--- src/pkg/txs_pkg.sv ---
// txs_pkg: shared constants and carriers for the table write / xor / skip slice
// assumes one 100 MHz clock and a classic wishbone register port
package txs_pkg;
  // opcode patterns
  localparam logic [15:0] TXS_OP_TABLE_WRITE_OP_BASE = 16'h000C; // table write, low 2 bits = mode
  localparam logic [15:0] TXS_OP_TABLE_READ_OP_BASE = 16'h0008; // table read, low 2 bits = mode
  localparam logic [13:0] TXS_OP_TBL_HI     = 14'h0000; // shared upper bits of table ops
  localparam logic [6:0]  TXS_OP_TST_HI     = 7'h33;    // 0110 011 then a bit
  localparam logic [7:0]  TXS_OP_XORL_HI    = 8'h0A;    // xor literal prefix
  localparam logic [5:0]  TXS_OP_XORF_HI    = 6'h06;    // 0001 10 then d, a
  localparam logic [6:0]  TXS_OP_FSRARITH   = 7'h74;    // 1110 100 then sub bit
  localparam logic [1:0]  TXS_FSR2_SEL      = 2'h3;     // ff = 11 means pointer 2 with return
  localparam logic [7:0]  TXS_ILO_MAX       = 8'h5F;    // 95, highest indexed offset
  localparam int          TXS_STD_COUNT     = 75;       // standard instructions
  localparam int          TXS_EXT_COUNT     = 8;        // extended instructions
  // pointer update modes
  typedef enum logic [1:0] {
    TXS_PM_NONE    = 2'b00,
    TXS_PM_POSTINC = 2'b01,
    TXS_PM_POSTDEC = 2'b10,
    TXS_PM_PREINC  = 2'b11
  } txs_pmode_t;
  localparam int TXS_PTR_W  = 21; // byte pointer width, 2 MByte
  localparam int TXS_HOLD_N = 8;  // holding registers
  // register offsets (byte addresses)
  localparam logic [7:0] TXS_A_CTRL   = 8'h00; // [0] extended enable
  localparam logic [7:0] TXS_A_INSN   = 8'h04; // write: execute opcode
  localparam logic [7:0] TXS_A_ACC    = 8'h08; // accumulator
  localparam logic [7:0] TXS_A_FREG   = 8'h0C; // addressed register operand value
  localparam logic [7:0] TXS_A_PTR    = 8'h10; // table pointer
  localparam logic [7:0] TXS_A_LATCH  = 8'h14; // table latch
  localparam logic [7:0] TXS_A_STATUS = 8'h18; // flags and last-result info
  localparam logic [7:0] TXS_A_HOLD0  = 8'h20; // holding regs 0x20..0x3C
  localparam logic [7:0] TXS_A_BANK   = 8'h40; // bank select
  localparam logic [7:0] TXS_A_NEXTW  = 8'h44; // [0] next insn is two-word
  localparam int TXS_ST_N = 0, TXS_ST_Z = 1, TXS_ST_SKIP = 2, TXS_ST_RET = 3;
  localparam int TXS_ST_ILO = 4, TXS_ST_FWR = 5, TXS_ST_BUSY = 6, TXS_ST_ILL = 7;
  // wishbone carriers
  typedef struct packed {
    logic        cyc;
    logic        stb;
    logic        we;
    logic [3:0]  sel;
    logic [7:0]  adr;
    logic [31:0] dat;
  } txs_wb_req_t;
  typedef struct packed {
    logic        ack;
    logic [31:0] dat;
  } txs_wb_rsp_t;
endpackage

--- src/hw/txs_core.sv ---
// txs_core: executes table write, table read mode, skip-if-zero, both xors
// and the extended pointer-arith-with-return enable, one opcode per bus write
// assumes a wishbone master; operand register value supplied via FREG
//
// Summary of operation
// - table write opcode, mode field picks update
// - pointer low three bits pick holding register
// - table write loads holding registers only
// - pointer is 21-bit byte address
// - pointer bit zero selects low/high byte
// - skip next instruction when register zero
// - skip takes one, two or three cycles
// - access bit zero selects access bank
// - access bit one uses bank select
// - extended, access, address <=95: indexed offset; here only flagged in status, the operand address is not offset
// - xor literal into accumulator, one cycle
// - xors touch only negative and zero
// - xor file, destination bit picks target
// - extended set off after reset
// - extension adds eight literal pointer instructions; only the add/subtract pointer forms are decoded here
// - pointer-2 arith forms also return
// - table read shares prefix, same modes
//
// Local design decisions: the register offsets and the Wishbone register port.
module txs_core
  import txs_pkg::*;
(
  input  wire logic        clk,
  input  wire logic        nrst,
  input  wire txs_wb_req_t wb_req,
  output txs_wb_rsp_t      wb_rsp,
  output logic [7:0]       freg_wdata,
  output logic             freg_we,
  output logic             ret_pulse,
  output logic             prog_byte_hi
);
  ////////////////////////////////////////////////////////////////////////////
  // state and storage
  typedef enum logic [1:0] {
    TXS_S_IDLE = 2'b00,
    TXS_S_EXEC = 2'b01,
    TXS_S_DONE = 2'b10
  } txs_state_t;
  txs_state_t  st_reg, st_next;           // sequencer
  logic [1:0]  cyc_left_reg;              // instruction cycles remaining
  logic [15:0] op_reg;                    // opcode being executed
  logic [7:0]  acc_reg;                   // accumulator
  logic [7:0]  freg_reg;                  // operand register value
  logic [20:0] ptr_reg;                   // table pointer
  logic [7:0]  latch_reg;                 // table latch
  logic [7:0]  hold_reg [TXS_HOLD_N];     // holding registers, never program memory
  logic [7:0]  bank_reg;                  // bank select
  logic        ext_en_reg;                // extended set enable
  logic        nextw_reg;                 // following insn is two words
  logic [7:0]  stat_reg;                  // flags and last-result info
  logic [11:0] faddr_reg;                 // operand address of the last opcode
  logic        ack_reg;                   // bus answer
  logic [31:0] rdat_reg;                  // bus read data
  logic [7:0]  fwd_reg;                   // file write data
  logic        fwe_reg;                   // file write strobe
  logic        ret_reg;                   // return strobe
  logic [1:0]  q;                         // quarter
  logic        q4;                        // last quarter

  txs_quarter u_q (
    .clk  (clk),
    .nrst (nrst),
    .q    (q),
    .q4   (q4)
  );

  ////////////////////////////////////////////////////////////////////////////
  // bus decode
  wire bus_go   = wb_req.cyc && wb_req.stb && !ack_reg;
  wire wr_go    = bus_go && wb_req.we && wb_req.sel[0];
  wire insn_wr  = wr_go && wb_req.adr == TXS_A_INSN;
  // a new opcode waits while one runs; ack stalls until then
  wire bus_take = bus_go && !(insn_wr && st_reg != TXS_S_IDLE);
  wire [7:0] wlo = wb_req.dat[7:0];

  ////////////////////////////////////////////////////////////////////////////
  // opcode decode, on the opcode being taken
  wire [15:0] op     = wb_req.dat[15:0];
  // the whole word above the mode field must match, mode bits are free
  wire is_table_write_op = op[15:2] == TXS_OP_TABLE_WRITE_OP_BASE[15:2];
  wire is_table_read_op = op[15:2] == TXS_OP_TABLE_READ_OP_BASE[15:2];
  wire is_tst   = op[15:9] == TXS_OP_TST_HI;
  wire is_xorl  = op[15:8] == TXS_OP_XORL_HI;
  wire is_xorf  = op[15:10] == TXS_OP_XORF_HI;
  // extended literal ops exist only with the enable set
  wire is_farith = ext_en_reg && op[15:9] == TXS_OP_FSRARITH;
  wire is_ulnk   = is_farith && op[7:6] == TXS_FSR2_SEL;
  // file operand addressing mode
  wire acc_bit  = op[8];
  wire ilo_mode = !acc_bit && ext_en_reg && op[7:0] <= TXS_ILO_MAX;
  // access bank when a=0 otherwise bank select forms the address
  wire [11:0] faddr = acc_bit ? {bank_reg[3:0], op[7:0]}
                              : {{4{op[7]}}, op[7:0]};

  ////////////////////////////////////////////////////////////////////////////
  // pointer update for the opcode held in execution
  logic [20:0] ptr_nx, ptr_use;
  txs_ptr_upd u_pu (
    .ptr      (ptr_reg),
    .mode     (op_reg[1:0]),
    .next_ptr (ptr_nx),
    .use_ptr  (ptr_use)
  );
  wire exec_wt = op_reg[15:2] == TXS_OP_TABLE_WRITE_OP_BASE[15:2];
  wire exec_rd = op_reg[15:2] == TXS_OP_TABLE_READ_OP_BASE[15:2];
  // finish at Q4 of the last instruction cycle
  wire last_q4 = st_reg == TXS_S_EXEC && q4 && cyc_left_reg == 2'h1;

  // results
  wire [7:0] xl_res  = acc_reg ^ op[7:0];
  wire [7:0] xf_res  = acc_reg ^ freg_reg;
  wire [7:0] x_res   = is_xorl ? xl_res : xf_res;
  wire       skip    = freg_reg == 8'h00;
  // cycles: table ops 2, skip 1/2/3, ulnk 2, others 1
  wire [1:0] n_cyc = (is_table_write_op || is_table_read_op || is_ulnk) ? 2'h2 :
                     (is_tst && skip) ? (nextw_reg ? 2'h3 : 2'h2) : 2'h1;
  wire known = is_table_write_op || is_table_read_op || is_tst || is_xorl || is_xorf || is_farith;

  ////////////////////////////////////////////////////////////////////////////
  // sequencer next state
  always_comb begin
    st_next = st_reg;
    case (st_reg)
      TXS_S_IDLE: if (insn_wr) st_next = TXS_S_EXEC;
      TXS_S_EXEC: if (last_q4) st_next = TXS_S_DONE;
      TXS_S_DONE: st_next = TXS_S_IDLE;
      default:    st_next = TXS_S_IDLE;
    endcase
  end

  always_ff @(posedge clk or negedge nrst) begin
    if (!nrst) st_reg <= TXS_S_IDLE;
    else       st_reg <= st_next;
  end

  // cycle counter, counted down at each Q4
  always_ff @(posedge clk or negedge nrst) begin
    if (!nrst)                                cyc_left_reg <= 2'h0;
    else if (insn_wr && st_reg == TXS_S_IDLE) cyc_left_reg <= n_cyc;
    else if (st_reg == TXS_S_EXEC && q4)      cyc_left_reg <= cyc_left_reg - 2'h1;
  end

  ////////////////////////////////////////////////////////////////////////////
  // execution and register writes
  always_ff @(posedge clk or negedge nrst) begin
    if (!nrst) begin
      op_reg     <= 16'h0000;
      acc_reg    <= 8'h00;
      freg_reg   <= 8'h00;
      ptr_reg    <= 21'h000000;
      latch_reg  <= 8'h00;
      bank_reg   <= 8'h00;
      ext_en_reg <= 1'b0;                                 // off after reset
      nextw_reg  <= 1'b0;
      stat_reg   <= 8'h00;
      faddr_reg  <= 12'h000;
      fwd_reg    <= 8'h00;
      fwe_reg    <= 1'b0;
      ret_reg    <= 1'b0;
      for (int i = 0; i < TXS_HOLD_N; i++) hold_reg[i] <= 8'h00;
    end else begin
      fwe_reg <= 1'b0;
      ret_reg <= 1'b0;
      if (insn_wr && st_reg == TXS_S_IDLE) begin
        op_reg                <= op;
        faddr_reg             <= faddr;
        stat_reg[TXS_ST_BUSY] <= 1'b1;
        stat_reg[TXS_ST_ILL]  <= !known;
        stat_reg[TXS_ST_SKIP] <= is_tst && skip;
        stat_reg[TXS_ST_ILO]  <= (is_tst || is_xorf) && ilo_mode;
        stat_reg[TXS_ST_RET]  <= is_ulnk;
        stat_reg[TXS_ST_FWR]  <= is_xorf && op[9];
        if (is_xorl || is_xorf) begin
          stat_reg[TXS_ST_N] <= x_res[7];                 // only N and Z
          stat_reg[TXS_ST_Z] <= x_res == 8'h00;
        end
        if (is_xorl) acc_reg <= xl_res;
        if (is_xorf && !op[9]) acc_reg <= xf_res;         // d=0 to accumulator
        if (is_xorf && op[9]) begin                       // d=1 back to register
          freg_reg <= xf_res;
          fwd_reg  <= xf_res;
          fwe_reg  <= 1'b1;
        end
        if (is_ulnk) ret_reg <= 1'b1;                     // return pulse the cycle after take
      end else if (wr_go && st_reg == TXS_S_IDLE) begin
        case (wb_req.adr)
          TXS_A_CTRL:  ext_en_reg <= wlo[0];
          TXS_A_ACC:   acc_reg    <= wlo;
          TXS_A_FREG:  freg_reg   <= wlo;
          TXS_A_PTR:   ptr_reg    <= wb_req.dat[20:0];
          TXS_A_LATCH: latch_reg  <= wlo;
          TXS_A_BANK:  bank_reg   <= wlo;
          TXS_A_NEXTW: nextw_reg  <= wlo[0];
          default: ;
        endcase
      end
      // table write: latch to holding reg at final Q4
      if (last_q4 && exec_wt) begin
        hold_reg[ptr_use[2:0]] <= latch_reg;
        ptr_reg                <= ptr_nx;
      end
      // table read: only the pointer mode is handled here
      if (last_q4 && exec_rd) ptr_reg <= ptr_nx;
      if (last_q4) stat_reg[TXS_ST_BUSY] <= 1'b0;
    end
  end

  ////////////////////////////////////////////////////////////////////////////
  // read mux
  logic [31:0] rmux;
  always_comb begin
    rmux = 32'h0000_0000;
    case (wb_req.adr)
      TXS_A_CTRL:   rmux = {31'h0, ext_en_reg};
      // upper half shows the formed operand address so software can see banking
      TXS_A_INSN:   rmux = {4'h0, faddr_reg, op_reg};
      TXS_A_ACC:    rmux = {24'h0, acc_reg};
      TXS_A_FREG:   rmux = {24'h0, freg_reg};
      TXS_A_PTR:    rmux = {11'h0, ptr_reg};
      TXS_A_LATCH:  rmux = {24'h0, latch_reg};
      TXS_A_STATUS: rmux = {24'h0, stat_reg};
      TXS_A_BANK:   rmux = {24'h0, bank_reg};
      TXS_A_NEXTW:  rmux = {31'h0, nextw_reg};
      default: begin
        // holding registers at 0x20..0x3C, unmapped reads zero
        if (wb_req.adr[7:5] == 3'h1 && wb_req.adr[1:0] == 2'h0)
          rmux = {24'h0, hold_reg[wb_req.adr[4:2]]};
      end
    endcase
  end

  // ack one cycle after take, dropped next cycle
  always_ff @(posedge clk or negedge nrst) begin
    if (!nrst) begin
      ack_reg  <= 1'b0;
      rdat_reg <= 32'h0000_0000;
    end else begin
      ack_reg  <= bus_take;
      rdat_reg <= rmux;
    end
  end

  assign wb_rsp.ack   = ack_reg;
  assign wb_rsp.dat   = rdat_reg;
  assign freg_wdata   = fwd_reg;
  assign freg_we      = fwe_reg;
  assign ret_pulse    = ret_reg;
  assign prog_byte_hi = ptr_reg[0];

  ////////////////////////////////////////////////////////////////////////////
  // checks
  xor_flags_a: assert property (@(posedge clk) disable iff (!nrst)
    insn_wr && st_reg == TXS_S_IDLE && is_xorl |=> stat_reg[TXS_ST_Z] == (acc_reg == 8'h00))
    else $error("xor zero flag wrong");
  xorl_acc_a: assert property (@(posedge clk) disable iff (!nrst)
    insn_wr && st_reg == TXS_S_IDLE && is_xorl |=> acc_reg == ($past(acc_reg) ^ $past(op[7:0])))
    else $error("xor literal result wrong");
  xorf_dest_a: assert property (@(posedge clk) disable iff (!nrst)
    insn_wr && st_reg == TXS_S_IDLE && is_xorf && op[9] |=> freg_we && acc_reg == $past(acc_reg))
    else $error("xor file destination wrong");
  ext_reset_a: assert property (@(posedge clk) $rose(nrst) |-> !ext_en_reg)
    else $error("extended set on after reset");
  ulnk_ret_a: assert property (@(posedge clk) disable iff (!nrst)
    ret_pulse |-> $past(is_ulnk && insn_wr))
    else $error("return without pointer op");
  table_write_op_len_a: assert property (@(posedge clk) disable iff (!nrst)
    insn_wr && st_reg == TXS_S_IDLE && is_table_write_op |=> ##[4:8] st_reg == TXS_S_DONE)
    else $error("table write length wrong");
  skip_flag_a: assert property (@(posedge clk) disable iff (!nrst)
    insn_wr && st_reg == TXS_S_IDLE && is_tst |=> stat_reg[TXS_ST_SKIP] == ($past(freg_reg) == 8'h00))
    else $error("skip decision wrong");
  skip_cyc_a: assert property (@(posedge clk) disable iff (!nrst)
    insn_wr && st_reg == TXS_S_IDLE && is_tst && skip && nextw_reg |=> cyc_left_reg == 2'h3)
    else $error("skip cycle count wrong");
  ptr_hold_a: assert property (@(posedge clk) disable iff (!nrst)
    last_q4 && exec_wt && op_reg[1:0] == 2'h0 |=> ptr_reg == $past(ptr_reg))
    else $error("pointer moved in no-change mode");
  cov_table_write_op_c: cover property (@(posedge clk) last_q4 && exec_wt);
  cov_skip_c: cover property (@(posedge clk) insn_wr && is_tst && skip);
  cov_ulnk_c: cover property (@(posedge clk) ret_pulse);
endmodule

--- src/hw/txs_quarter.sv ---
// txs_quarter: quarter-cycle phase generator, Q1..Q4 repeating
// assumes clk drives one quarter per edge
module txs_quarter (
  input  wire logic       clk,
  input  wire logic       nrst,
  output logic [1:0]      q,
  output logic            q4
);
  logic [1:0] q_reg;   // current quarter, 0 = Q1
  // free running phase counter
  always_ff @(posedge clk or negedge nrst) begin
    if (!nrst) q_reg <= 2'h0;
    else       q_reg <= q_reg + 2'h1;
  end
  assign q  = q_reg;
  assign q4 = (q_reg == 2'h3);
endmodule

--- src/hw/txs_ptr_upd.sv ---
// txs_ptr_upd: table pointer update by mode
// assumes the caller addresses with use_ptr and loads next_ptr in the same step
module txs_ptr_upd
  import txs_pkg::*;
(
  input  wire logic [20:0] ptr,
  input  wire logic [1:0]  mode,
  output logic [20:0]      next_ptr,
  output logic [20:0]      use_ptr
);
  // wraps across the 2 MByte range, no carry out
  assign next_ptr = (mode == TXS_PM_POSTINC || mode == TXS_PM_PREINC) ? ptr + 21'h1 :
                    (mode == TXS_PM_POSTDEC) ? ptr - 21'h1 : ptr;
  // pre-increment addresses the updated value
  assign use_ptr  = (mode == TXS_PM_PREINC) ? next_ptr : ptr;
endmodule

--- config.mk ---
export PLATFORM = sky130hd
export DESIGN_NAME = txs_core
export DESIGN_NICKNAME = d
export VERILOG_FILES = /design/src/pkg/txs_pkg.sv /design/src/hw/txs_core.sv /design/src/hw/txs_quarter.sv /design/src/hw/txs_ptr_upd.sv
export SDC_FILE = /design/constraint.sdc
export NUM_CORES = 1
export LEC_CHECK = 0
export BUFFER_PORTS_ARGS = -buffer_cell sky130_fd_sc_hd__buf_2
export CAP_MARGIN = 40
export CORE_ASPECT_RATIO = 1.4
export CORE_MARGIN = 10
export CORE_UTILIZATION = 40
export CTS_BUF_LIST = sky130_fd_sc_hd__clkbuf_8
export DETAILED_ROUTE_END_ITERATION = 6
export PLACE_DENSITY = 0.56
export SLEW_MARGIN = 20
export SYNTH_ARGS = -nofsm -noshare
export SYNTH_HDL_FRONTEND = slang
export SYNTH_SLANG_ARGS = --single-unit
--- constraint.sdc ---
create_clock -name clk -period 2.8 [get_ports clk]
set_input_delay 0.14 -clock clk [delete_from_list [all_inputs] [get_ports clk]]
set_output_delay 0.14 -clock clk [all_outputs]
set_load 0.02 [all_outputs]
# Yosys cells after proc, flatten, opt, wreduce, memory -nomap -nowiden
# Cells that the tools add are included.
dict set report totals {
  ff_bits 204
  input_bits 49
  output_inout_bits 44
}
dict set report op_classes {
  add_sub_neg 4
  n_lt_le_gt_ge 4
  n_eq_ne 29
  mux 42
  bitwise_logic 5
  reduce_logical 60
}
# cell count
set op_table {}
lappend op_table {{one-hot mux 28 bit (9 select lines)} 1}
lappend op_table {{2-to-1 mux 21 bit} 7}
lappend op_table {{2-to-1 mux 8 bit} 14}
lappend op_table {{bitwise mux 64 bit} 1}
lappend op_table {{== test 14 x 2 -> 1 bit (second input constant)} 4}
lappend op_table {{binary-select mux 8 bit (select 3 bit)} 1}
lappend op_table {{demux 8 bit (select 3 bit)} 1}
lappend op_table {{== test 8 x 4 -> 1 bit (second input constant)} 3}
lappend op_table {{== test 8 x 5 -> 1 bit (second input constant)} 3}
lappend op_table {{logical NOT 8 bit} 3}
lappend op_table {{logical AND 1 bit} 23}
lappend op_table {{adder 21 x 1 -> 21 bit (second input constant)} 1}
lappend op_table {{AND reduction 3 bit} 7}
lappend op_table {{subtractor 21 x 1 -> 21 bit (second input constant)} 1}
lappend op_table {{== test 8 x 7 -> 1 bit (second input constant)} 2}
lappend op_table {{XOR 8 bit} 2}
lappend op_table {{2-to-1 mux 2 bit} 7}
lappend op_table {{2-to-1 mux 12 bit} 1}
lappend op_table {{nonzero test 2 bit} 6}
lappend op_table {{logical OR 1 bit} 9}
lappend op_table {{== test 2 bit (second input constant)} 4}
lappend op_table {{== test 8 x 3 -> 1 bit (second input constant)} 1}
lappend op_table {{greater-or-equal comparator 4 bit (second input constant)} 2}
lappend op_table {{less-or-equal comparator 8 x 7 -> 1 bit (second input constant)} 1}
lappend op_table {{other kinds (22)} 39}

# Depth between registers and ports, before layout
# Gate-level depths: netlist (run 1).
dict set report logic_depth {
  depth_word 10
  depth_mapped 9
}

# Modules after synthesis
# A second synthesis (run 1) with hierarchy kept.
dict set report hier_totals {
  cells_unflattened 1012
  area_unflattened_um2 10516.3
}
# module n_inst cells_per_inst area_each_um2 seq_area_each_um2
set by_module_without_submodules {}
lappend by_module_without_submodules {txs_core 1 839 9365.2 4754.6}
lappend by_module_without_submodules {txs_ptr_upd 1 169 1084.8 0.0}
lappend by_module_without_submodules {txs_quarter 1 4 66.3 50.0}

# Worst setup path before layout (run 1)
# No wires, ideal clock.
dict set report synth_timing {
  path_kind {register to register}
  from {register ptr_reg[0]}
  to {register hold_reg[48] (netlist name)}
  arrival_time_ns 2.158
  path_slack_ns 0.518
  stages_incl_launch_ff 7
  n_path_buf 1
  period_less_slack_ns 2.282
  cell_sequence {dfrtp_1 > clkbuf_1 > inv_1 > ha_1 > o31ai_1 > nand4_2 > mux2_2}
}
dict set report synth_between {
  elab_chain_len 10
  word_cells_on_any_way 12
}
# item line_no
set synth_rtl {}
lappend synth_rtl {{start: declaration} txs_core.sv:49} ;# logic [20:0] ptr_reg;
lappend synth_rtl {{start signal: assignment} txs_core.sv:195} ;# TXS_A_PTR: ptr_reg <= wb_req.dat[20:0];
lappend synth_rtl {{start signal: assignment} txs_core.sv:205} ;# ptr_reg <= ptr_nx;
lappend synth_rtl {{start signal: assignment} txs_core.sv:208} ;# if (last_q4 && exec_rd) ptr_reg <= ptr_nx;
lappend synth_rtl {{subtractor 21 x 1 -> 21 bit} txs_ptr_upd.sv:13} ;# (mode == TXS_PM_POSTDEC) ? ptr - 21'h1 : ptr;
lappend synth_rtl {{2-to-1 mux 21 bit} txs_ptr_upd.sv:13}
lappend synth_rtl {{2-to-1 mux 21 bit} txs_ptr_upd.sv:12} ;# assign next_ptr = (mode == TXS_PM_POSTINC || mode == TXS_PM_PREINC) ? ptr + 21'h1 :
lappend synth_rtl {{2-to-1 mux 3 bit *} txs_ptr_upd.sv:15} ;# assign use_ptr = (mode == TXS_PM_PREINC) ? next_ptr : ptr;
lappend synth_rtl {{NOT 3 -> 4 bit (not written as such) *} txs_core.sv:204} ;# hold_reg[ptr_use[2:0]] <= latch_reg;
lappend synth_rtl {{greater-or-equal comparator 4 bit (not written as such) / < comparator 4 x 1 -> 1 bit (equally long branches)} txs_core.sv:204}
lappend synth_rtl {{logical AND 1 bit (not written as such)} txs_core.sv:204}
lappend synth_rtl {{2-to-1 mux 8 bit (not written as such)} txs_core.sv:204}
lappend synth_rtl {{demux 8 bit (select 3 bit) *} txs_core.sv:204}
lappend synth_rtl {{bitwise mux 64 bit *} txs_core.sv:204}
lappend synth_rtl {{end signal: indexed assignment} txs_core.sv:204}
lappend synth_rtl {{end: declaration} txs_core.sv:51} ;# logic [7:0] hold_reg [TXS_HOLD_N];
# Every way passes the cells marked *; elsewhere a longest branch is shown, timed or not.
# A chain may end at the register's enable or synchronous reset.

# Worst setup path in the final report (run 1)
dict set report layout_timing {
  from {register ptr_reg[0]}
  to {register hold_reg[54] (netlist name)}
}
# The elaborated chain is that of the path after synthesis.

==> metrics.cfg, run 1 <==
[synth]
synth_seq_cells = 192
seq_area_frac_synth_pct = 47.1
synth_cell_types = 79
syn_area_mm2 = 0.0102
yosysWarnings = 0
synthCells = 944
ys_dominant_reg_cell = dfrtp_1
postSynthAreaPerCell_um2 = 10.8
synth_edf_count = 0
synthArstFlopShare_pct = 100

[worst_setup_path]
reg2reg_depth = 5
r2r_slack_ns = 0.26
critPathCaptureType = register
cp.required_ns = 3.17
path_class = reg -> reg
start_kind = register
worst_r2r_endpoint = hold_reg[54]
path_max_fanout = 10
reg2reg_from = ptr_reg[0]
arrival_ns = 2.91

[grt]
grt-ovfl-total = 0
antenna_found_initial = 4
gr-usage-all-layers_pct = 19.1
grt_max_degree = 79
grt_pass1_wl_um = 48600
grt_pass1_vias = 8160

[floorplan]
dieHeight_um = 209
die_w_um = 155
ios = 93
coreArea_mm2 = 0.0253
initial_core_util_pct = 40.3
rows = 69
die_area_mm2 = 0.0324

[clock_tree]
cts.path.max_buffers = 2
cts_resized = 0
clock_sinks = 192
clk_latency_ns = 0.49
h-tree-depth = 4
clk_pin_slew_ns = 0.11
cts_root_buffer = clkbuf_8
cts_made_buffers = 17
cts_tree = done

[power_and_ir_drop]
combPwrFrac_pct = 6.2
seqPwrFrac_pct = 55.5
irDropWorstVdd_v = 0.000341
clockPowerShare_pct = 38.2
p_leak_nw = 5.42
power_mw = 5.05
p_int_mw = 3.71
p_per_area_mw_per_mm2 = 435
switchingPower_mw = 1.34
switching_share_pct = 26.5

[timing]
final.setup_skew_ns = 0.0168
setup_viol = 0
fin_crit_ns = 2.54
slew_headroom_pct = 52.9
rsz0062_at_grt = false
hold_violations = 0
min_period_over_period_pct = 90.6
tightest_slew_ns = 0.700
fmax_mhz = 394
fin_tns_setup_ns = 0
slew_violations = 0

[finish]
synthToLayoutAreaGrowth_pct = 13.8
largest_reg_flops = 64
nFillCells = 2415
regArea_mm2 = 0.00480
fin_area_mm2 = 0.0116
drive_gt1_share_pct = 27.8
fin_nets = 1071
multi_input_area_mm2 = 0.00496

[job]
drv_cap = 0

[min_path]
whs_endpoint = op_reg[4]
hold_class = in -> reg
hold_start = wb_req[4]
hold_depth = 3

[drt]
wire_per_inst_um = 22.8
vias = 7982
drt_first_pass_iters = 5
drtIter0Drc = 629
ant_nets = 0
routed_wl_um = 30900
remaining_drc_errors = 0
vias_per_cell = 5.90

[placement]
dpl_cell_area_mm2 = 0.0110
portBuffers = 74
dp_hpwl_um = 22200
finalWeightedCongestion = 0.929

[outcome]
outcome = finished clean

## per-layer routing
| metal | track usage [%] | share of wire, % |
|---|---|---|
| met5 | 0 | 0.062 |
| met2 | 32.6 | 50 |
| met4 | 6.53 | 2.4 |
| met3 | 3.62 | 4.7 |
| met1 | 23.6 | 43 |
## Yosys cell counts, drive strengths merged (6+ instances only)
| cell | count | share of area, % |
|---|---|---|
| nor4 | 23 | 1.7 |
| mux2 | 93 | 10 |
| buf | 33 | 1.8 |
| nand2 | 96 | 3.5 |
| a22oi | 10 | 0.74 |
| clkbuf | 52 | 1.9 |
| o22ai | 11 | 0.67 |
| o21ai | 34 | 1.7 |
| mux2i | 11 | 1.1 |
| a222oi | 6 | 0.59 |
| and3 | 21 | 1.3 |
| and4 | 9 | 0.77 |
| nand3b | 11 | 0.81 |
| a221oi | 10 | 0.86 |
| nor3 | 12 | 0.59 |
| a2bb2oi | 15 | 1.6 |
| nand4 | 20 | 1.8 |
| mux4 | 16 | 3.5 |
| o211ai | 12 | 0.88 |
| dfrtp | 192 | 47 |
| a31oi | 9 | 0.55 |
| a22o | 17 | 1.5 |
| or3 | 6 | 0.37 |
| nor2 | 32 | 1.2 |
| xor2 | 17 | 1.5 |
| inv | 23 | 0.85 |
| a211oi | 21 | 1.5 |
| a21oi | 26 | 1.3 |
| nand3 | 28 | 1.4 |
## cells by family after synthesis
family / share of synthesized area (%)
AOI/OAI and AO/OA: 15.1
other: 0.0368
buffers and inverters: 4.54
and+or+nand+nor: 16.1
adders and majority gates: 0.491
DFF: 47.1
muxes: 14.9
xor gates and xnor gates: 1.72
## cell usage in the layout (no fill, tap or decap), types with 5 or more instances in the layout
| cell type | netlist | final |
|---|---|---|
| nor3_1 | 12 | 11 |
| o22ai_1 | 11 | 11 |
| nand4_2 | 7 | 7 |
| a2bb2oi_1 | 10 | 10 |
| and4_1 | 9 | 9 |
| a2bb2oi_2 | 5 | 5 |
| mux2i_1 | 11 | 11 |
| o21ai_0 | 25 | 25 |
| or3_1 | 6 | 6 |
| inv_6 | 0 | 5 |
| a21oi_1 | 26 | 26 |
| a31oi_1 | 9 | 9 |
| nand4_1 | 12 | 12 |
| buf_2 | 10 | 73 |
| a222oi_1 | 6 | 6 |
| dfrtp_1 | 192 | 192 |
| nor4_1 | 21 | 20 |
| a22o_1 | 17 | 17 |
| a22oi_1 | 10 | 10 |
| nand2_1 | 96 | 96 |
| a221oi_1 | 10 | 10 |
| o21ai_1 | 9 | 9 |
| and3_1 | 21 | 21 |
| inv_1 | 23 | 23 |
| mux4_2 | 16 | 16 |
| buf_4 | 10 | 41 |
| nor2_1 | 31 | 30 |
| o21a_1 | 5 | 5 |
| a211oi_1 | 21 | 21 |
| mux2_2 | 89 | 89 |
| nand3_1 | 28 | 28 |
| clkbuf_8 | 0 | 18 |
| dlygate4sd3_1 | 0 | 18 |
| o211ai_1 | 12 | 12 |
| or2_2 | 5 | 5 |
| xor2_1 | 17 | 17 |
| nand3b_1 | 11 | 11 |
## through the flow
step / setup WS, ns / cells / hold WS (ns) / util [%]
2_1_floorplan: 0.518 / 947 / -0.156 / -
3_3_place_gp: 0.358 / 1298 / 0.223 / 43.5
3_5_place_dp: 0.350 / 1300 / 0.224 / 43.6
4_1_cts: 0.296 / 1350 / 0.00960 / 45.9
5_1_grt: 0.164 / 1351 / 0.0288 / 45.9
6_report: 0.264 / 1352 / 0.0303 / 45.9
## power groups by stage
stage | clock network (mW) | registers, mW | logic, mW
after floorplan | 0 | 2.85 | 0.144
final | 1.93 | 2.81 | 0.314
after global routing | 2.08 | 2.81 | 0.346
after CTS | 2.00 | 2.80 | 0.317
after detailed placement | 0 | 2.86 | 0.297
after global placement | 0 | 2.86 | 0.294
## critical path, cell delays in order (launching register included)
cell and delay [ns]:
dfrtp_1 0.62, inv_1 0.15, ha_1 0.40, o31ai_1 0.43, nand4_2 0.40, mux2_2 0.40
## layout make-up
cell class	count	area share, %
sequential	192	41.4
inverter	23	0.744
multi-input combinational	647	42.7
clock buffer	17	2.02
clock inverter	15	1.48
tap	319	3.44
antenna	2	0.0431
timing repair buffer	137	8.16
## what timing repair did
action | CTS | global route
hold buffers | 18 | 0
hold endpoints to repair | 92 | 0
setup buffers | 0 | 0
## worst max path at each step
| stage | startpoint | to | slack (ns) | depth (start not counted) |
|---|---|---|---|---|
| after floorplan | ptr_reg[0] | hold_reg[48] | 0.52 | 6 |
| after global placement | ptr_reg[0] | hold_reg[55] | 0.36 | 5 |
| after detailed placement | ptr_reg[0] | hold_reg[52] | 0.35 | 5 |
| after CTS | ptr_reg[0] | hold_reg[62] | 0.30 | 5 |
| after global routing | ptr_reg[0] | hold_reg[49] | 0.16 | 5 |
| final | ptr_reg[0] | hold_reg[54] | 0.26 | 5 |
Note: power is estimated with default switching activity, not from simulation.
==> run 2, diff against run 1 <==
BUFFER_PORTS_ARGS = -buffer_cell sky130_fd_sc_hd__clkbuf_2   (was -buffer_cell sky130_fd_sc_hd__buf_2)
==> run 2 against run 1 <==
Against the previous run:
- hold slack better by 0.032 ns
- final cell count is 0.22% higher
- global-route usage is 0.13 points lower
- critical endpoint is now hold_reg[50]
- highest routed layer is now met4
==> metrics.cfg, run 2 (same netlist as run 1, synthesis figures left out) <==
[outcome]
outcome = finished clean

[timing]
setup_viol = 0
fin_crit_ns = 2.34
tightest_slew_ns = 0.648
min_period_over_period_pct = 83.7
hold_violations = 0
fin_tns_setup_ns = 0
slew_headroom_pct = 56.7
slew_violations = 0
final.setup_skew_ns = 0.0157
rsz0062_at_grt = false
fmax_mhz = 427

[min_path]
hold_start = wb_req[2]
hold_class = in -> reg

[drt]
wire_per_inst_um = 22.6
routed_wl_um = 30600
drt_first_pass_iters = 5
ant_nets = 0
drtIter0Drc = 596
vias_per_cell = 5.92
vias = 8016
remaining_drc_errors = 0

[finish]
final_common_cell = dfrtp_1
nFillCells = 2407
largest_reg_flops = 64
fin_nets = 1076
diodes = 0
synthToLayoutAreaGrowth_pct = 14.0
drive_gt1_share_pct = 28.3
regArea_mm2 = 0.00480
multi_input_area_mm2 = 0.00496
final_cell_mix = dfrtp_1, nand2_1, mux2_2, clkbuf_2, buf_4

[worst_setup_path]
path_class = reg -> reg
start_kind = register
reg2reg_from = ptr_reg[1]
critPathCaptureType = register
critPathLaunch = ptr_reg[1]
crit_path_top_delay_cell = dfrtp_1
cp_cell_sequence = inv_1, ha_1, o31ai_1, nand4_2, buf_4, mux2_2
max_stage_delay_ns = 0.62
arrival_ns = 2.73
path_max_fanout = 11
cp.required_ns = 3.19

[clock_tree]
cts.path.max_buffers = 2
clk_latency_ns = 0.50
post_cts_buffers = 0
cts_resized = 0
hold_buffers = 16
cts_made_buffers = 17
cts_root_buffer = clkbuf_8
cts_tree = done
clock_sinks = 192
h-tree-depth = 4
clk_pin_slew_ns = 0.11

[grt]
gr-usage-all-layers_pct = 19.0
grt_pass1_vias = 8110
grt-ovfl-total = 0
use_met1_pct = 24.1
grt_pass1_wl_um = 48800
grt_max_degree = 58
antenna_found_initial = 0
use_met3_pct = 3.47
grt_busiest_layer = met2
groute.layer.met2.usage_pct = 31.3

[floorplan]
die_area_mm2 = 0.0324
die_w_um = 155
initial_core_util_pct = 40.3
ios = 93
dieHeight_um = 209
rows = 69
coreArea_mm2 = 0.0253

[power_and_ir_drop]
combPwrFrac_pct = 6.3
power_mw = 4.97
switching_share_pct = 28.2
p_leak_nw = 5.41
p_int_mw = 3.57
clockPowerShare_pct = 37.2
p_per_area_mw_per_mm2 = 427
irDropWorstVdd_v = 0.000327
switchingPower_mw = 1.40
seqPwrFrac_pct = 56.4

[placement]
dp_hpwl_um = 22300
finalWeightedCongestion = 0.925
portBuffers = 74

[job]
drv_cap = 0

run 2: worst paths after layout:
check	to	slack, ns	depth (start not counted)
worst max-delay path	hold_reg[50]	0.46	6
worst min-delay path	op_reg[2]	0.06	3
worst max register to register	hold_reg[50]	0.46	6
worst min register to register	u_q.q[0]	0.43	1
max in group asynchronous	acc_reg[5]	1.85	3
min in group asynchronous	rdat_reg[11]	0.16	2
run 2: final cells by class:
class,instances,area share (%)
inverters,23,0.743
well taps,319,3.43
multi-input cells,647,42.7
clock inverters,15,1.47
repair buffers,142,8.32
flip-flops and latches,192,41.3
clock buffers,17,2.01
run 2: metal layers:
| metal | wire length, um | part of all wire, % |
|---|---|---|
| met2 | 15200 | 49 |
| met5 | 0 | 0 |
| met1 | 13000 | 42 |
| met4 | 932 | 3.0 |
| met3 | 1580 | 5.2 |
run 2: power by group through the flow:
stage                     clock network, mW  logic, mW  registers, mW
after floorplan                           0      0.144           2.85
after global placement                    0      0.298           2.86
after detailed placement                  0      0.300           2.86
after CTS                              1.91      0.319           2.80
after global routing                   2.01      0.346           2.81
final                                  1.85      0.315           2.80
run 2: per-stage QoR:
stage                     setup WS (ns)  instance area [um^2]  hold slack, ns  util [%]  std cells
final                             0.456                 11600          0.0627      46.0       1355
after global routing              0.294                 11600          0.0645      46.0       1355
after CTS                         0.483                 11600          0.0355      46.0       1355
after detailed placement          0.431                 11100           0.134      43.7       1307
after global placement            0.422                 11100           0.139      43.7       1306
after floorplan                   0.518                 10200          -0.156         -        947
run 2: critical path, delay by kind of cell (launching register included):
family | cells | cell delay [ns]
buf+inv | 2 | 0.35
compound gates | 1 | 0.47
fa+ha+maj | 1 | 0.37
mux | 1 | 0.28
simple gates | 1 | 0.14
flops | 1 | 0.62
==> run 3, diff against run 2 <==
clock period = 2.19 ns   (was 2.8 ns; I/O delays follow)
==> run 3 against run 2 <==
Against the previous run:
- register-to-register slack got worse by 0.37 ns
- hold slack improved by 0.017 ns
- routed wire length increased by 2.4%
- first-iteration DRC count increased by 5.7%
- via count increased by 3.0%
- critical path depth unchanged
- combinational power increased by 39%
- power increased by 31%
- highest routed layer unchanged
- maximum frequency increased by 11%
- core utilization increased by 2.6 points
==> metrics.cfg, run 3 (same netlist as run 1, synthesis figures left out) <==
[outcome]
outcome = finished clean

[finish]
drive_gt1_share_pct = 33.1
diodes = 0
nFillCells = 2336
final_common_cell = dfrtp_1
largest_reg_flops = 64
final_cell_mix = dfrtp_1, nand2_1, buf_4, mux2_2, clkbuf_2
final_cells = 1408
fin_nets = 1130
synthToLayoutAreaGrowth_pct = 20.5
fin_area_mm2 = 0.0123

[floorplan]
ios = 93
initial_core_util_pct = 40.3
die_area_mm2 = 0.0324
dieHeight_um = 209
coreArea_mm2 = 0.0253
die_w_um = 155
rows = 69

[timing]
min_period_over_period_pct = 96.2
slew_violations = 0
slew_headroom_pct = 59.3
hold_violations = 0
final.setup_skew_ns = 0.0185
rsz0062_at_grt = true
fin_crit_ns = 2.11
fmax_mhz = 475
holdWs_ns = 0.0794
setup_viol = 0
tightest_slew_ns = 0.611

[grt]
grt_max_degree = 63
grt-ovfl-total = 0
grt_pass1_vias = 8223
grt_pass1_wl_um = 49200
gr-usage-all-layers_pct = 19.3
use_met1_pct = 23.9
use_met3_pct = 4.07
antenna_found_initial = 0
grt_busiest_layer = met2
groute.layer.met2.usage_pct = 32.7

[drt]
vias = 8257
remaining_drc_errors = 0
ant_nets = 0
drtIter0Drc = 630
routed_wl_um = 31400
drt_first_pass_iters = 5
vias_per_cell = 5.86
wire_per_inst_um = 22.3

[power_and_ir_drop]
p_leak_nw = 5.79
p_per_area_mw_per_mm2 = 528
irDropWorstVdd_v = 0.000385
power_mw = 6.49

[worst_setup_path]
critPathCaptureType = register
start_kind = register
cp.required_ns = 2.57
path_class = reg -> reg
arrival_ns = 2.49
path_max_fanout = 8

[placement]
portBuffers = 74
dp_cells = 1359
dpl_cell_area_mm2 = 0.0116
finalWeightedCongestion = 0.924
dp_hpwl_um = 23100

[clock_tree]
cts_root_buffer = clkbuf_8
cts_tree = done
clk_pin_slew_ns = 0.11
h-tree-depth = 4
clock_sinks = 192
cts_made_buffers = 17
cts.path.max_buffers = 2
clk_latency_ns = 0.49

[min_path]
hold_class = in -> reg

[job]
drv_cap = 0

==> run 3: worst paths after layout <==
| path | cells past startpoint | slack (ns) | from | end |
|---|---|---|---|---|
| setup / recovery | 6 | 0.08 | ptr_reg[0] | hold_reg[55] |
| hold / removal | 3 | 0.08 | wb_req[9] | stat_reg[5] |
| setup reg to reg | 6 | 0.08 | ptr_reg[0] | hold_reg[55] |
| hold reg to reg | 1 | 0.44 | u_q.q[0] | u_q.q[0] |
| max in group asynchronous | 3 | 1.37 | nrst | hold_reg[40] |
| min in group asynchronous | 2 | 0.16 | nrst | acc_reg[7] |
==> run 3: through the flow <==
| stage | TNS [ns] | utilization [%] | setup slack (ns) |
|---|---|---|---|
| final | 0 | 48.6 | 0.0829 |
| after global routing | -0.300 | 48.6 | -0.0349 |
| after CTS | 0 | 48.3 | 0.0278 |
| after detailed placement | -0.408 | 45.9 | -0.158 |
| after global placement | -0.353 | 45.9 | -0.131 |
| after floorplan | 0 | - | 0.00227 |
==> run 3: final cells by class <==
type                       instances  area, um^2  area share (%)
multi-input combinational        647        5050            41.1
sequential                       192        4800            39.1
timing repair buffer             196        1530            12.4
tap                              319         399            3.25
clock buffer                      17         234            1.90
clock inverter                    14         191            1.56
inverter                          23        86.3           0.703
==> run 3: worst max-delay path: stages, from the launching register on <==
cell,delay (ns)
dfrtp_1,0.46
inv_1,0.12
ha_1,0.40
o31ai_2,0.37
nand4_2,0.17
buf_12,0.21
mux2_2,0.26
==> run 3: report_power, final <==
part	total (mW)	internal, mW	switching [mW]
sequential	3.58	3.56	0.0239
combinational	0.439	0.158	0.280
clock	2.47	0.980	1.49
total	6.49	4.70	1.80
==> run 3: metal layers <==
| layer | vias up | share of wire (%) | routed length [um] |
|---|---|---|---|
| met5 | - | 0 | 0 |
| met2 | 228 | 51 | 15800 |
| met1 | 4188 | 42 | 13200 |
| met4 | 0 | 2.6 | 808 |
| met3 | 41 | 4.9 | 1540 |
| li1 | 3800 | - | - |
==> run 3: what timing repair did <==
action / in CTS / in global routing
setup buffers: 0 / 1
endpoints found under the setup margin: 4 / 68
pin swaps: 0 / 1
gates resized for setup: 1 / 15
hold endpoints to repair: 71 / 0
hold buffers: 17 / 0
